## config.mk

```make
export PLATFORM = sky130hd
export DESIGN_NAME = gid_decoder
export DESIGN_NICKNAME = d
export VERILOG_FILES = /design/src/verilog/gid_pkg.sv /design/src/verilog/gid_decoder.sv
export SDC_FILE = /design/constraint.sdc
export NUM_CORES = 1
export LEC_CHECK = 0
export ABC_AREA = 1
export BUFFER_PORTS_ARGS = -buffer_cell sky130_fd_sc_hd__clkbuf_2
export CAP_MARGIN = 10
export CORE_AREA = 2 2 209 211
export DETAILED_ROUTE_END_ITERATION = 10
export DIE_AREA = 0 0 211 213
export GPL_ROUTABILITY_DRIVEN = 0
export PLACE_DENSITY = 0.76
export SYNTH_ARGS = -nofsm -noshare
export SYNTH_HDL_FRONTEND = slang
export SYNTH_SLANG_ARGS = --single-unit
```

## constraint.sdc

```tcl
create_clock -name aclk -period 11.94 [get_ports aclk]
set_input_delay 0.597 -clock aclk [delete_from_list [all_inputs] [get_ports aclk]]
set_output_delay 0.597 -clock aclk [all_outputs]
set_load 0.01 [all_outputs]
```

## src/verilog/gid_pkg.sv

```systemverilog
/*
 * Constants and types shared by the graphics instruction decoder.
 * Assumes a 32-bit AXI4-Lite register bus and a 16-bit fetch word.
 */
package gid_pkg;

	// ------------------------------------------------------------
	// Register offsets (byte addresses)
	// ------------------------------------------------------------
	localparam logic [7:0] GID_OFF_STATUS = 8'h00;
	localparam logic [7:0] GID_OFF_MASK   = 8'h04;
	localparam logic [7:0] GID_OFF_CTRL   = 8'h08;
	localparam logic [7:0] GID_OFF_LAST   = 8'h0C;
	localparam logic [7:0] GID_OFF_PIXCFG = 8'h10;
	localparam logic [7:0] GID_OFF_ARRAY  = 8'h14;
	localparam logic [7:0] GID_OFF_CYCLES = 8'h18;

	// ------------------------------------------------------------
	// Reset values and field positions
	// ------------------------------------------------------------
	localparam logic [1:0]  GID_STATUS_RST = 2'h0;
	localparam logic [1:0]  GID_MASK_RST   = 2'h0;
	localparam logic        GID_CTRL_RST   = 1'h1;
	localparam logic [4:0]  GID_PSIZE_RST  = 5'h10;
	localparam logic [2:0]  GID_OPTS_RST   = 3'h0;
	localparam logic [31:0] GID_ARRAY_RST  = 32'h0001_0001;
	localparam int          GID_EV_UNDEF   = 0;
	localparam int          GID_EV_DONE    = 1;
	localparam int          GID_OPTS_LSB   = 8;

	// Flag update mask bit positions: {sign, carry, zero, overflow}.
	localparam logic [3:0] GID_FL_NONE = 4'h0;
	localparam logic [3:0] GID_FL_V    = 4'h1;
	localparam logic [3:0] GID_FL_NCZV = 4'hF;

	// ------------------------------------------------------------
	// Minimum cycle counts, stack pointer index and word count
	// ------------------------------------------------------------
	localparam logic [7:0] GID_CYC_ONE    = 8'h01;
	localparam logic [7:0] GID_CYC_XY_COMPARE_OP  = 8'h03;
	localparam logic [7:0] GID_CYC_XY_TO_LINEAR_OP  = 8'h03;
	localparam logic [7:0] GID_CYC_PIXLD  = 8'h04;
	localparam logic [7:0] GID_CYC_PIXLDX = 8'h06;
	localparam logic [3:0] GID_SP_INDEX   = 4'hF;
	localparam logic [1:0] GID_WORDS_ONE  = 2'h1;

	// AXI responses.
	localparam logic [1:0] GID_RESP_OKAY   = 2'h0;
	localparam logic [1:0] GID_RESP_DECERR = 2'h3;

	typedef enum logic [4:0] {
		GID_OP_NONE,
		GID_XY_ADD_OP,
		GID_XY_SUBTRACT_OP,
		GID_XY_COMPARE_OP,
		GID_POINT_WINDOW_COMPARE_OP,
		GID_XY_TO_LINEAR_OP,
		GID_COPY_X_HALF_OP,
		GID_COPY_Y_HALF_OP,
		GID_DRAW_ADVANCE_OP,
		GID_FILL_LINEAR_OP,
		GID_FILL_XY_OP,
		GID_LINE_DRAW_OP,
		GID_BLOCK_TRANSFER_OP,
		GID_PIX_STORE_OP,
		GID_PIX_STORE_XY_OP,
		GID_PIX_LOAD_OP,
		GID_PIX_LOAD_XY_OP,
		GID_PIX_COPY_OP,
		GID_PIX_COPY_XY_OP,
		GID_OP_UNDEF
	} gid_op_e;

	typedef enum logic [2:0] {
		GID_BLT_NONE,
		GID_BLT_BIN_LIN,
		GID_BLT_BIN_XY,
		GID_BLT_LIN_LIN,
		GID_BLT_LIN_XY,
		GID_BLT_XY_LIN,
		GID_BLT_XY_XY
	} gid_blt_e;

endpackage : gid_pkg

```

## src/verilog/gid_decoder.sv

```systemverilog
/*
 * Graphics instruction decoder with AXI4-Lite control/status registers.
 * Assumes the fetch unit and execution datapath share aclk with it.
 */
// How it works
// - 1110 000 register form is XY add, updates N C Z V.
// - 1110 010 register form is XY compare, three cycles, N C Z V.
// - 1110 011 register form is point-window compare, one cycle, V only.
// - 1110 100 register form converts XY to linear, three cycles, no flags.
// - 0F C0 is linear fill, 0F E0 is XY fill; only XY touches V.
// - DF with low byte Z001 1010 is line draw; Z is option; V.
// - 1110 110 and 1110 111 copy X or Y half, one cycle, no flags.
// - 0F x0 third nibble picks block transfer kind; XY targets touch V.
// - 1111 100 is pixel store indirect; 1111 000 XY store touches V.
// - 1111 101 load, four cycles; 1111 001 XY load, six; no flags.
// - 1111 110 indirect copy; 1111 010 XY copy alone touches V.
// - 1110 001 register form is XY subtract, one cycle, N C Z V.
// - Source is bits 8..5, destination bits 3..0, bit 4 picks file.
// - Variable operations get a duration from pixel, array and options.
// - Index fifteen in either file means the shared stack pointer.
`timescale 1ns/1ps

module gid_decoder (
	// Clock and reset
	input  wire logic                 aclk,
	input  wire logic                 aresetn,
	// Fetch side
	input  wire logic                 fetch_valid,
	input  wire logic [15:0]          fetch_word,
	// Decoded controls
	output logic                      dec_valid,
	output gid_pkg::gid_op_e          dec_op,
	output gid_pkg::gid_blt_e         dec_blt,
	output logic                      dec_in_group,
	output logic                      dec_undefined,
	output logic [3:0]                dec_src,
	output logic [3:0]                dec_dst,
	output logic                      dec_file_b,
	output logic                      dec_src_sp,
	output logic                      dec_dst_sp,
	output logic                      dec_draw_opt,
	output logic [1:0]                dec_words,
	output logic [7:0]                dec_min_cycles,
	output logic                      dec_variable,
	output logic [31:0]               dec_duration,
	output logic [3:0]                dec_flags,
	// Interrupt
	output logic                      irq,
	// AXI4-Lite slave
	input  wire logic [7:0]           s_axi_awaddr,
	input  wire logic                 s_axi_awvalid,
	output logic                      s_axi_awready,
	input  wire logic [31:0]          s_axi_wdata,
	input  wire logic [3:0]           s_axi_wstrb,
	input  wire logic                 s_axi_wvalid,
	output logic                      s_axi_wready,
	output logic [1:0]                s_axi_bresp,
	output logic                      s_axi_bvalid,
	input  wire logic                 s_axi_bready,
	input  wire logic [7:0]           s_axi_araddr,
	input  wire logic                 s_axi_arvalid,
	output logic                      s_axi_arready,
	output logic [31:0]               s_axi_rdata,
	output logic [1:0]                s_axi_rresp,
	output logic                      s_axi_rvalid,
	input  wire logic                 s_axi_rready
);
	import gid_pkg::*;

	// ------------------------------------------------------------
	// Register state
	// ------------------------------------------------------------
	logic [1:0]  status_r;
	logic [1:0]  mask_r;
	logic        enable_r;
	logic [15:0] last_word_r;
	logic [4:0]  psize_r;
	logic [2:0]  opts_r;
	logic [31:0] array_r;
	logic [7:0]  aw_addr_r;
	logic        aw_have_r;
	logic [31:0] w_data_r;
	logic [3:0]  w_strb_r;
	logic        w_have_r;
	logic        wr_go;
	logic        wr_hit;

	// Byte-lane merge; used by the mask and array registers.
	function automatic logic [31:0] merge(input logic [31:0] old,
		input logic [31:0] nw, input logic [3:0] strb);
		logic [31:0] res;
		res = old;
		for (int i = 0; i < 4; i++) begin
			if (strb[i]) begin
				res[i*8 +: 8] = nw[i*8 +: 8];
			end
		end
		return res;
	endfunction : merge

	function automatic logic is_mapped(input logic [7:0] a);
		return a == GID_OFF_STATUS || a == GID_OFF_MASK ||
			a == GID_OFF_CTRL || a == GID_OFF_LAST ||
			a == GID_OFF_PIXCFG || a == GID_OFF_ARRAY ||
			a == GID_OFF_CYCLES;
	endfunction : is_mapped

	// ------------------------------------------------------------
	// Combinational decode
	// ------------------------------------------------------------
	gid_op_e     op_c;
	gid_blt_e    blt_c;
	logic        grp_c;
	logic [7:0]  cyc_c;
	logic        var_c;
	logic [3:0]  fl_c;
	logic [31:0] dur_c;
	logic [31:0] pix_cnt;
	logic [31:0] bits_cnt;

	always_comb begin
		op_c  = GID_OP_NONE;
		blt_c = GID_BLT_NONE;
		cyc_c = GID_CYC_ONE;
		var_c = 1'b0;
		fl_c  = GID_FL_NONE;
		grp_c = 1'b0;
		if (fetch_word[15:12] == 4'hE) begin
			grp_c = 1'b1;
			unique case (fetch_word[11:9])
				3'h0: begin
					op_c = GID_XY_ADD_OP;
					fl_c = GID_FL_NCZV;
				end
				3'h1: begin
					op_c = GID_XY_SUBTRACT_OP;
					fl_c = GID_FL_NCZV;
				end
				3'h2: begin
					op_c  = GID_XY_COMPARE_OP;
					cyc_c = GID_CYC_XY_COMPARE_OP;
					fl_c  = GID_FL_NCZV;
				end
				3'h3: begin
					op_c = GID_POINT_WINDOW_COMPARE_OP;
					fl_c = GID_FL_V;
				end
				3'h4: begin
					op_c  = GID_XY_TO_LINEAR_OP;
					cyc_c = GID_CYC_XY_TO_LINEAR_OP;
				end
				3'h5: op_c = GID_OP_UNDEF;
				3'h6: op_c = GID_COPY_X_HALF_OP;
				3'h7: op_c = GID_COPY_Y_HALF_OP;
			endcase
		end else if (fetch_word[15:12] == 4'hF) begin
			grp_c = 1'b1;
			var_c = 1'b1;
			unique case (fetch_word[11:9])
				3'h0: begin
					op_c = GID_PIX_STORE_XY_OP;
					fl_c = GID_FL_V;
				end
				3'h1: begin
					op_c  = GID_PIX_LOAD_XY_OP;
					cyc_c = GID_CYC_PIXLDX;
					var_c = 1'b0;
				end
				3'h2: begin
					op_c = GID_PIX_COPY_XY_OP;
					fl_c = GID_FL_V;
				end
				3'h3: begin
					op_c = GID_DRAW_ADVANCE_OP;
					fl_c = GID_FL_V;
				end
				3'h4: op_c = GID_PIX_STORE_OP;
				3'h5: begin
					op_c  = GID_PIX_LOAD_OP;
					cyc_c = GID_CYC_PIXLD;
					var_c = 1'b0;
				end
				3'h6: op_c = GID_PIX_COPY_OP;
				3'h7: begin
					op_c  = GID_OP_UNDEF;
					var_c = 1'b0;
				end
			endcase
		end else if (fetch_word[15:8] == 8'hDF) begin
			grp_c = 1'b1;
			op_c  = GID_OP_UNDEF;
			if (fetch_word[6:0] == 7'h1A) begin
				op_c  = GID_LINE_DRAW_OP;
				var_c = 1'b1;
				fl_c  = GID_FL_V;
			end
		end else if (fetch_word[15:8] == 8'h0F) begin
			grp_c = 1'b1;
			op_c  = GID_OP_UNDEF;
			if (fetch_word[3:0] == 4'h0) begin
				var_c = 1'b1;
				op_c  = GID_BLOCK_TRANSFER_OP;
				unique case (fetch_word[7:4])
					4'h8: blt_c = GID_BLT_BIN_LIN;
					4'hA: blt_c = GID_BLT_BIN_XY;
					4'h0: blt_c = GID_BLT_LIN_LIN;
					4'h2: blt_c = GID_BLT_LIN_XY;
					4'h4: blt_c = GID_BLT_XY_LIN;
					4'h6: blt_c = GID_BLT_XY_XY;
					4'hC: op_c = GID_FILL_LINEAR_OP;
					4'hE: op_c = GID_FILL_XY_OP;
					default: begin
						op_c  = GID_OP_UNDEF;
						var_c = 1'b0;
					end
				endcase
				// XY destinations are the odd-numbered second bit.
				if (fetch_word[5] && op_c != GID_FILL_LINEAR_OP &&
					op_c != GID_OP_UNDEF) begin
					fl_c = GID_FL_V;
				end
			end
		end
	end

	// Duration scales with pixels moved, their width, and any options
	// selected; a coarse estimate, not a cycle-exact model.
	always_comb begin
		pix_cnt  = 32'(array_r[15:0] * array_r[31:16]);
		bits_cnt = 32'(pix_cnt * psize_r);
		dur_c    = 32'(cyc_c);
		if (var_c) begin
			dur_c = 32'((bits_cnt >> 4) + 32'(cyc_c));
			if (opts_r != 3'h0) begin
				dur_c = 32'(dur_c + pix_cnt);
			end
		end
	end

	// ------------------------------------------------------------
	// Decoded output registers
	// ------------------------------------------------------------
	logic take;
	assign take = fetch_valid & enable_r;

	always_ff @(posedge aclk) begin
		if (!aresetn) begin
			dec_valid <= 1'b0;
		end else begin
			dec_valid <= take;
		end
	end

	always_ff @(posedge aclk) begin
		if (!aresetn) begin
			dec_op         <= GID_OP_NONE;
			dec_blt        <= GID_BLT_NONE;
			dec_in_group   <= 1'b0;
			dec_undefined  <= 1'b0;
			dec_src        <= 4'h0;
			dec_dst        <= 4'h0;
			dec_file_b     <= 1'b0;
			dec_src_sp     <= 1'b0;
			dec_dst_sp     <= 1'b0;
			dec_draw_opt   <= 1'b0;
			dec_words      <= 2'h0;
			dec_min_cycles <= 8'h00;
			dec_variable   <= 1'b0;
			dec_duration   <= 32'h0;
			dec_flags      <= GID_FL_NONE;
			last_word_r    <= 16'h0;
		end else if (take) begin
			dec_op         <= op_c;
			dec_blt        <= blt_c;
			dec_in_group   <= grp_c;
			dec_undefined  <= op_c == GID_OP_UNDEF;
			dec_src        <= fetch_word[8:5];
			dec_dst        <= fetch_word[3:0];
			dec_file_b     <= fetch_word[4];
			dec_src_sp     <= fetch_word[8:5] == GID_SP_INDEX;
			dec_dst_sp     <= fetch_word[3:0] == GID_SP_INDEX;
			dec_draw_opt   <= fetch_word[7];
			dec_words      <= grp_c ? GID_WORDS_ONE : 2'h0;
			dec_min_cycles <= cyc_c;
			dec_variable   <= var_c;
			dec_duration   <= dur_c;
			dec_flags      <= fl_c;
			last_word_r    <= fetch_word;
		end
	end

	// ------------------------------------------------------------
	// Interrupt status, mask and output
	// ------------------------------------------------------------
	logic [1:0] ev;
	assign ev[GID_EV_UNDEF] = take & (op_c == GID_OP_UNDEF);
	assign ev[GID_EV_DONE]  = take & grp_c & (op_c != GID_OP_UNDEF);

	always_ff @(posedge aclk) begin
		if (!aresetn) begin
			status_r <= GID_STATUS_RST;
		end else begin
			// A new event wins over a simultaneous write-one-to-clear.
			status_r <= (status_r & ~((wr_go && aw_addr_r ==
				GID_OFF_STATUS && w_strb_r[0]) ? w_data_r[1:0] : 2'h0))
				| ev;
		end
	end

	assign irq = |(status_r & mask_r);

	// ------------------------------------------------------------
	// AXI4-Lite write path
	// ------------------------------------------------------------
	assign s_axi_awready = ~aw_have_r & ~s_axi_bvalid;
	assign s_axi_wready  = ~w_have_r & ~s_axi_bvalid;
	assign wr_go         = aw_have_r & w_have_r & ~s_axi_bvalid;
	assign wr_hit        = is_mapped(aw_addr_r);

	always_ff @(posedge aclk) begin
		if (!aresetn) begin
			aw_have_r <= 1'b0;
			aw_addr_r <= 8'h00;
			w_have_r  <= 1'b0;
			w_data_r  <= 32'h0;
			w_strb_r  <= 4'h0;
		end else begin
			if (s_axi_awvalid && s_axi_awready) begin
				aw_have_r <= 1'b1;
				aw_addr_r <= s_axi_awaddr;
			end else if (wr_go) begin
				aw_have_r <= 1'b0;
			end
			if (s_axi_wvalid && s_axi_wready) begin
				w_have_r <= 1'b1;
				w_data_r <= s_axi_wdata;
				w_strb_r <= s_axi_wstrb;
			end else if (wr_go) begin
				w_have_r <= 1'b0;
			end
		end
	end

	always_ff @(posedge aclk) begin
		if (!aresetn) begin
			s_axi_bvalid <= 1'b0;
			s_axi_bresp  <= GID_RESP_OKAY;
		end else if (wr_go) begin
			s_axi_bvalid <= 1'b1;
			s_axi_bresp  <= wr_hit ? GID_RESP_OKAY : GID_RESP_DECERR;
		end else if (s_axi_bready) begin
			s_axi_bvalid <= 1'b0;
		end
	end

	always_ff @(posedge aclk) begin
		if (!aresetn) begin
			mask_r   <= GID_MASK_RST;
			enable_r <= GID_CTRL_RST;
			psize_r  <= GID_PSIZE_RST;
			opts_r   <= GID_OPTS_RST;
			array_r  <= GID_ARRAY_RST;
		end else if (wr_go) begin
			unique case (aw_addr_r)
				GID_OFF_MASK: mask_r <= 2'(merge(32'(mask_r),
					w_data_r, w_strb_r));
				GID_OFF_CTRL: enable_r <= w_strb_r[0] ? w_data_r[0]
					: enable_r;
				GID_OFF_PIXCFG: begin
					if (w_strb_r[0]) begin
						psize_r <= w_data_r[4:0];
					end
					if (w_strb_r[1]) begin
						opts_r <= w_data_r[GID_OPTS_LSB +: 3];
					end
				end
				GID_OFF_ARRAY: array_r <= merge(array_r, w_data_r,
					w_strb_r);
				default: ;
			endcase
		end
	end

	// ------------------------------------------------------------
	// AXI4-Lite read path
	// ------------------------------------------------------------
	logic [31:0] rd_c;
	assign s_axi_arready = ~s_axi_rvalid;

	always_comb begin
		unique case (s_axi_araddr)
			GID_OFF_STATUS: rd_c = 32'(status_r);
			GID_OFF_MASK:   rd_c = 32'(mask_r);
			GID_OFF_CTRL:   rd_c = 32'(enable_r);
			GID_OFF_LAST:   rd_c = 32'(last_word_r);
			GID_OFF_PIXCFG: rd_c = {21'h0, opts_r, 3'h0, psize_r};
			GID_OFF_ARRAY:  rd_c = array_r;
			GID_OFF_CYCLES: rd_c = dec_duration;
			default:        rd_c = 32'h0;
		endcase
	end

	always_ff @(posedge aclk) begin
		if (!aresetn) begin
			s_axi_rvalid <= 1'b0;
			s_axi_rdata  <= 32'h0;
			s_axi_rresp  <= GID_RESP_OKAY;
		end else if (s_axi_arvalid && s_axi_arready) begin
			s_axi_rvalid <= 1'b1;
			s_axi_rdata  <= rd_c;
			s_axi_rresp  <= is_mapped(s_axi_araddr) ? GID_RESP_OKAY
				: GID_RESP_DECERR;
		end else if (s_axi_rready) begin
			s_axi_rvalid <= 1'b0;
		end
	end

endmodule : gid_decoder

```

After elaboration in Yosys (flattened, before gate mapping)
Index checks and enable logic that the tools add are counted.
Word-level totals
  input port bits: 76
  bits in registers: 215
Operators by class
  mux-type cells: 59
  multiply operators: 2
  add/subtract/negate cells: 2
  equality and inequality tests: 37
  reductions and logical operators: 44
  bitwise logic cells: 16
Operators with widths (number)
  32-bit one-hot mux with 7 select lines: 1
  5-bit one-hot mux with 8 select lines: 2
  32-bit two-way mux: 2
  5-bit two-way mux: 11
  8-bit by 5-bit == test with 1-bit output (second input constant): 6
  8-bit by 4-bit == test with 1-bit output (second input constant): 5
  29-bit by 32-bit adder with 32-bit output: 1
  4-bit == test (second input constant): 8
  16-bit by 16-bit multiplier with 32-bit output: 1
  32-bit by 5-bit multiplier with 32-bit output: 1
  28-bit by 8-bit adder with 29-bit output: 1
  1-bit two-way mux: 25
  3-bit AND reduction: 8
  3-bit two-way mux: 6
  3-bit one-hot mux with 6 select lines: 1
  8-bit by 3-bit == test with 1-bit output (second input constant): 2
  8-bit logical NOT: 2
  5-bit one-hot mux with 3 select lines: 1
  3-bit == test (second input constant): 4
  1-bit logical OR: 12
  4-bit two-way mux: 3
  5-bit inequality test (second input constant): 2
  3-bit OR reduction: 3
  1-bit AND: 8
  other kinds (24): 44

Depth between registers and ports, before layout
Gate-level depths: netlist (run 1).
  word-level depth: 17
  gate-level depth with buffers: 61
  gate-level depth less buffers: 59

Worst setup path after synthesis (run 1)
No wires, ideal clock.
  path type: register -> register
  start point: reg array_r[23]
  end point: reg dec_duration[29]
  clock period less this slack: 10500 ps
  stages on the path, launching flop included: 58
  setup time: 71 ps
  setup slack: 1440 ps
  required time: 11869 ps
  arrival time: 10429 ps
  path buffers: 2
  cells stage by stage: dfxtp_1 -> clkbuf_1 -> clkbuf_1 -> nand2_1 -> fa_1 -> inv_1 -> fa_1 -> inv_1 -> fa_1 -> inv_1 -> fa_1 -> fa_1 -> inv_1 -> fa_1 -> inv_1 -> ha_1 -> nand2_1 -> inv_1 -> [... 22 more ...] -> nand2_1 -> inv_1 -> nor2_1 -> nand2_1 -> nand3b_4 -> xor2_1 -> inv_1 -> ha_1 -> a21oi_1 -> inv_1 -> a31oi_1 -> nor3_1 -> a211oi_1 -> nand2_1 -> a31oi_1 -> xor2_1 -> nand2_1 -> a21oi_1
Between the ends
  word-level cells in the longest chain between the ends: 6
RTL lines
  from (decl): RTL line gid_decoder.sv:79  | logic [31:0] array_r;
  from (signal assigned): RTL line gid_decoder.sv:377  | GID_OFF_ARRAY: array_r <= merge(array_r, w_data_r,
  16-bit by 16-bit multiplier with 32-bit output *: RTL line gid_decoder.sv:229  | pix_cnt = 32'(array_r[15:0] * array_r[31:16]);
  32-bit by 5-bit multiplier with 32-bit output: RTL line gid_decoder.sv:230  | bits_cnt = 32'(pix_cnt * psize_r);
  28-bit by 8-bit adder with 29-bit output: RTL line gid_decoder.sv:233  | dur_c = 32'((bits_cnt >> 4) + 32'(cyc_c));
  29-bit by 32-bit adder with 32-bit output *: RTL line gid_decoder.sv:235  | dur_c = 32'(dur_c + pix_cnt);
  32-bit two-way mux *: RTL line gid_decoder.sv:234  | if (opts_r != 3'h0) begin
  32-bit two-way mux *: RTL line gid_decoder.sv:232  | if (var_c) begin
  to (signal assigned): RTL line gid_decoder.sv:286  | dec_duration <= dur_c;
  to (decl): RTL line gid_decoder.sv:45  | output logic [31:0] dec_duration,
Every way passes the cells marked *; elsewhere a longest branch is shown, timed or not.
A chain may end at the register's enable or synchronous reset.

Worst setup path after layout (run 1)
  start point: reg array_r[10]
  end point: reg dec_duration[30]
Same word-level chain as after synthesis.

==> flow_summary_export.csv, run 1 <==
group,metric,value,unit
run_status,outcome,"finished clean",
timing,fmax,88.6,MHz
power_and_ir_drop,peakVddDrop,0.0000944,V
clock_tree,cts_hold_buf,0,
critical_path,cp_common_cell,"inv_1",
critical_path,critPathMaxStageDelay,0.60,ns
final_layout,n_antenna_cell,0,
drt,vias,22596,
final_layout,drive_gt1_frac,0.109,
timing,setup_viol,0,
placement,placed_cell_area,25500,µm²
global_routing,grt_pass1_wl,115,mm
synthesis,ys_ff_latch,194,
synthesis,yosys.area.top_type,"fa_1",
clock_tree,cts_tree,"built",
drt,drt-vias-per-instance,5.49,
timing,worst_pin_slew,1.18,ns
critical_path,startpoint_type,"register",
timing,tns,0,ns
worst_hold_path,hold_path.class,"primary input to register",
global_routing,grt_usage,0.326,
global_routing,grt_overflow,0,
placement,place_worst_setup_slack,0.252,ns
final_layout,fin_cells,4117,
floorplan,die_w,211,µm
clock_tree,worstSkewPairLatency,0.47,ns
drt,routed_wl,71.1,mm
clock_tree,cts_buffers,17,
global_routing,first_global_vias,21832,
placement,hpwlAfterDp,57.9,mm
critical_path,path_max_fanout,17,
drt,drtPass1Iterations,8,
floorplan,io_pins,188,
placement,port_buffers,181,
synthesis,synth_async_sr_flop_share,0,
timing,slew_violations,0,
synthesis,synth_top_area_share,0.231,
global_routing,antenna_found_initial,0,
synthesis,syn-cell-area,24100,µm²
floorplan,core_area,42700,µm²
synthesis,syn_area_per_cell,6.99,µm²
final_layout,fin_area,26300,µm²
timing,period_needed,11.28,ns
synthesis,synthCells,3454,
timing,final.period_utilization,0.945,
drt,routedWlPerCell,17.3,µm
timing,finalClockSkew,0.0225,ns
timing,hold_violations,0,
synthesis,synth_ff_type,"dfxtp_1",
final_layout,fin_nets,4080,
drt,ant_nets,0,
clock_tree,path_clk_slew,0.09,ns
critical_path,reg2reg_slack,0.66,ns
synthesis,synth-edff-count,0,
synthesis,ys_types,59,
clock_tree,cts_root_buf,"clkbuf_16",
critical_path,worstPathRequired,12.28,ns
critical_path,critical_path_class,"register to register",
power_and_ir_drop,power_density,53.0,nW/µm²
final_layout,final_cell_mix,"nand2_1 (780), inv_1 (712), nor2_1 (312)",
final_layout,register_area,3930,µm²
final_layout,areaGrowthSynthToFinish,9.05,%
drt,post-route-drc-count,0,
clock_tree,cts_max_path_buffers,2,
power_and_ir_drop,leakage,14.0,nW
timing,slew_headroom,0.215,
critical_path,slowest_stage,"dfxtp_2",
drt,first_iter_violations,2334,
floorplan,fp.dieH,213,µm
job,maxCapViolCount,0,
timing,fin_ws,0.657,ns
final_layout,fillers,3985,
final_layout,final_common_cell,"nand2_1",
floorplan,dieArea,44900,µm²
clock_tree,htree_levels,4,
final_layout,multi_input_area,17000,µm²
critical_path,crit_path_end_kind,"register",
synthesis,synth_warnings,0,
floorplan,start_util,0.565,
placement,dp_cells,4083,
synthesis,ys_seq_area_frac,0.161,
synthesis,netlist_top_cells_area,"fa_1 (23%), dfxtp_1 (16%), nand2_1 (12%)",
critical_path,arrival,11.62,ns
global_routing,grt_max_degree,98,
floorplan,placementRows,76,
clock_tree,cts.sinks,194,
## kinds of logic after synthesis
logic type                 Yosys count  synth area share
and+or+nand+nor                   1314             0.225
AOI/OAI and AO/OA                  536             0.125
other                                1          0.000155
adders and majority gates          446             0.318
buffers and inverters              886             0.141
DFF                                194             0.161
xor gates and xnor gates            77            0.0297
## layout make-up
cell class | instances | area share
clock buffers | 17 | 0.0162
clock inverters | 15 | 0.00656
inverters | 727 | 0.104
multi-input cells | 2379 | 0.647
flip-flops and latches | 194 | 0.149
well taps | 546 | 0.0260
repair buffers | 239 | 0.0517
## worst paths after layout
check	start	end	cells past startpoint
worst max-delay path	array_r[10]	dec_duration[30]	47
worst min-delay path	s_axi_bready	s_axi_bvalid	4
worst max register to register	array_r[10]	dec_duration[30]	47
worst min register to register	w_data_r[21]	array_r[21]	2
## through the flow
stage | utilization | hold WS, ns | total power [mW]
4_1_cts | 0.611 | 0.374 | 1.39
6_report | 0.616 | 0.387 | 1.39
5_1_grt | 0.616 | 0.387 | 1.44
2_1_floorplan | - | 0.425 | 0.766
3_3_place_gp | 0.597 | 0.441 | 0.807
3_5_place_dp | 0.597 | 0.449 | 0.808
## cell usage after synthesis (10+ instances only)
cell type,n
nand2_1,783
inv_1,713
nor2_1,314
fa_1,278
a21oi_1,246
dfxtp_1,194
o21ai_0,176
ha_1,168
clkbuf_1,129
nand3_1,92
xor2_1,46
nor3_1,38
xnor2_1,27
nand4_1,24
o211ai_1,23
buf_4,22
a22o_1,16
nand2_2,13
inv_2,11
a21o_1,10
nor2_2,10
## worst max-delay path, delay by kind of cell (launching register included)
| family | cells | cell delay, ns |
|---|---|---|
| AOI/OAI and AO/OA | 11 | 1.98 |
| xor gates and xnor gates | 4 | 0.90 |
| adders and majority gates | 12 | 5.58 |
| buffers and inverters | 10 | 0.63 |
| DFF | 1 | 0.60 |
| and+or+nand+nor | 10 | 1.45 |
## where the power goes
part           switching [mW]  total [mW]  internal [mW]
clock                   0.314       0.599          0.286
combinational          0.0803       0.115         0.0346
sequential             0.0144       0.681          0.666
total                   0.408        1.39          0.987
## sequential cells by signal, summed over array words and instances (netlist names), 2 cells and up
signal	count
dec_flags	2
dec_dst	3
dec_duration	32
dec_src	3
w_data_r	32
psize_r	5
dec_min_cycles	3
opts_r	3
mask_r	2
array_r	32
dec_blt	3
status_r	2
last_word_r	10
s_axi_rdata	32
dec_op	5
aw_addr_r	8
w_strb_r	4
## layer usage
layer	vias to the layer above	global-route usage	wire, µm
li1	10765	-	-
met1	10576	0.448	29900
met3	159	0.0672	7390
met4	0	0.110	2440
met5	-	0	0
met2	1096	0.515	31300
## what timing repair did
action / 4_1_cts / 5_1_grt
setup buffers: 0 / 1
endpoints found under the setup margin: 0 / 12
gates resized for setup: 0 / 54
(Power assumes the default switching activity.)
==> run 2: changes to the inputs <==
--- a/config.mk
+++ b/config.mk
@@ -8,11 +8,13 @@
 export ABC_AREA = 1
 export BUFFER_PORTS_ARGS = -buffer_cell sky130_fd_sc_hd__clkbuf_2
 export CAP_MARGIN = 10
-export CORE_AREA = 2 2 209 211
+export CELL_PAD_IN_SITES_DETAIL_PLACEMENT = 1
+export CELL_PAD_IN_SITES_GLOBAL_PLACEMENT = 1
+export CORE_AREA = 2 2 233 235
 export DETAILED_ROUTE_END_ITERATION = 10
-export DIE_AREA = 0 0 211 213
+export DIE_AREA = 0 0 235 237
 export GPL_ROUTABILITY_DRIVEN = 0
-export PLACE_DENSITY = 0.76
+export PLACE_DENSITY_LB_ADDON = 0.1
 export SYNTH_ARGS = -nofsm -noshare
 export SYNTH_HDL_FRONTEND = slang
 export SYNTH_SLANG_ARGS = --single-unit
==> run 2 against run 1 <==
Effect of this change: final cell count up 4.5%; critical path depth rose by 3; count of clock-buffer cells in the layout increased by 1; largest power group unchanged; design area is 2.1% higher; via count increased by 2.5%; critical path type unchanged.
==> flow_summary_export.csv, run 2 (same netlist as run 1, synthesis figures left out) <==
group,metric,value,unit
final_layout,final_cell_mix,"nand2_1 (776), inv_1 (711), nor2_1 (307)",
drt,vias,23156,
job,maxCapViolCount,0,
clock_tree,worstSkewPairLatency,0.47,ns
power_and_ir_drop,power_density,51.8,nW/µm²
power_and_ir_drop,peakVddDrop,0.0000826,V
final_layout,fin_util,0.504,
worst_hold_path,hold_path.class,"primary input to register",
placement,placed_cell_area,25900,µm²
drt,ant_nets,0,
clock_tree,cts_max_path_buffers,2,
final_layout,drive_gt1_frac,0.123,
clock_tree,htree_levels,4,
global_routing,grt_pass1_wl,137,mm
final_layout,fillers,6982,
timing,fmax,87.4,MHz
worst_hold_path,hold_start,"s_axi_awaddr[6]",
critical_path,slowest_stage,"fa_1",
clock_tree,cts_hold_buf,0,
floorplan,placementRows,85,
critical_path,arrival,11.83,ns
drt,drt-vias-per-instance,5.38,
timing,period_needed,11.44,ns
global_routing,antenna_found_initial,2,
drt,first_iter_violations,1351,
floorplan,dieArea,55700,µm²
critical_path,r2r-end,"dec_duration[29]",
placement,hpwlAfterDp,71.2,mm
floorplan,core_area,53300,µm²
drt,post-route-drc-count,0,
final_layout,areaGrowthSynthToFinish,11.4,%
critical_path,cp_common_cell,"inv_1",
clock_tree,cts_root_buf,"clkbuf_16",
critical_path,endpoint,"dec_duration[29]",
critical_path,critical_path_class,"register to register",
timing,slew_headroom,0.253,
global_routing,grt_overflow,0,
power_and_ir_drop,totalPowerFinal,1.39,mW
timing,hold_violations,0,
critical_path,rr_worst_depth,50,
floorplan,die_w,235,µm
clock_tree,cts.sinks,194,
global_routing,first_global_vias,25179,
drt,drtPass1Iterations,5,
critical_path,worstSetupStartpoint,"array_r[8]",
drt,routed_wl,86.0,mm
placement,dp_cells,4263,
timing,finalClockSkew,0.0187,ns
critical_path,path_max_fanout,9,
critical_path,worstPathRequired,12.33,ns
timing,worst_pin_slew,1.12,ns
global_routing,grt_max_degree,66,
timing,final.period_utilization,0.958,
critical_path,worst_r2r_startpoint,"array_r[8]",
timing,slew_violations,0,
drt,routedWlPerCell,20.0,µm
final_layout,final_common_cell,"nand2_1",
global_routing,grt_usage,0.311,
critical_path,reg2reg_slack,0.50,ns
floorplan,fp.dieH,237,µm
critical_path,crit_path_end_kind,"register",
timing,rsz0062_at_grt,"true",
critical_path,critPathMaxStageDelay,0.53,ns
floorplan,start_util,0.453,
timing,setup_viol,0,
final_layout,fin_area,26900,µm²
power_and_ir_drop,leakage,14.2,nW
clock_tree,cts_buffers,17,
clock_tree,path_clk_slew,0.09,ns
final_layout,fin_nets,4116,
final_layout,n_antenna_cell,0,
critical_path,startpoint_type,"register",
final_layout,fin_cells,4303,
placement,port_buffers,181,
run_status,outcome,"finished clean",
floorplan,io_pins,188,
clock_tree,cts_tree,"built",
-- run 2: cell types whose count changed in the layout (fill, tap and decap cells not counted), moves of 4 or more --
cell	delta
a21oi_2	+4
nor3_1	-4
buf_4	+32
nand2_2	+4
nand2_1	-4
nor2_2	+4
nor2_1	-5
a21oi_1	-4
nor3_2	+4
-- run 2: worst min path at each step --
stage                       to  slack [ns]  depth (start not counted)
4_1_cts           aw_addr_r[6]        0.39                          3
6_report          aw_addr_r[6]        0.39                          3
2_1_floorplan  last_word_r[10]        0.42                          2
3_3_place_gp       array_r[21]        0.44                          2
5_1_grt           aw_addr_r[6]        0.41                          3
3_5_place_dp       array_r[30]        0.45                          2
-- run 2: area by class of cell --
cell class / count / area [µm²] / share of cell area
Tap cell: 696 / 871 / 0.0324
Clock inverter: 14 / 154 / 0.00573
Sequential cell: 194 / 3920 / 0.146
Timing Repair Buffer: 275 / 1670 / 0.0620
Inverter: 727 / 2730 / 0.102
Clock buffer: 18 / 429 / 0.0160
Multi-Input combinational cell: 2379 / 17100 / 0.637
-- run 2: per-stage QoR --
step	setup slack (ns)	TNS, ns	hold slack, ns
after floorplan	1.44	0	0.425
after global placement	0.0821	0	0.437
final	0.500	0	0.394
after CTS	0.0513	0	0.387
after detailed placement	-0.118	-0.387	0.448
after global routing	-0.244	-1.15	0.407
-- run 2: timing repair --
action,4_1_cts,5_1_grt
buffers inserted,0,7
pin swaps,0,9
setup endpoints to repair,7,12
resized for setup,13,68
-- run 2: per-layer routing --
metal	up-vias	track usage	routed length, µm
li1	10822	-	-
met1	11587	0.410	37600
met2	584	0.523	40800
met3	161	0.0322	4020
met4	2	0.123	3580
met5	-	0	13
-- run 2: worst max-delay path: cells and delay by family (launching register included) --
kind            cells  cell delay (ns)
fa+ha+maj          12             5.43
compound gates      9             1.79
simple gates       13             1.63
buf+inv            12             1.09
xor+xnor            4             1.00
flops               1             0.42
-- run 2: where the power goes --
group	switching (mW)	internal [mW]	leakage, nW
logic	0.0831	0.0351	12.4
registers	0.0146	0.667	1.59
clock network	0.310	0.282	0.282
total	0.407	0.984	14.2
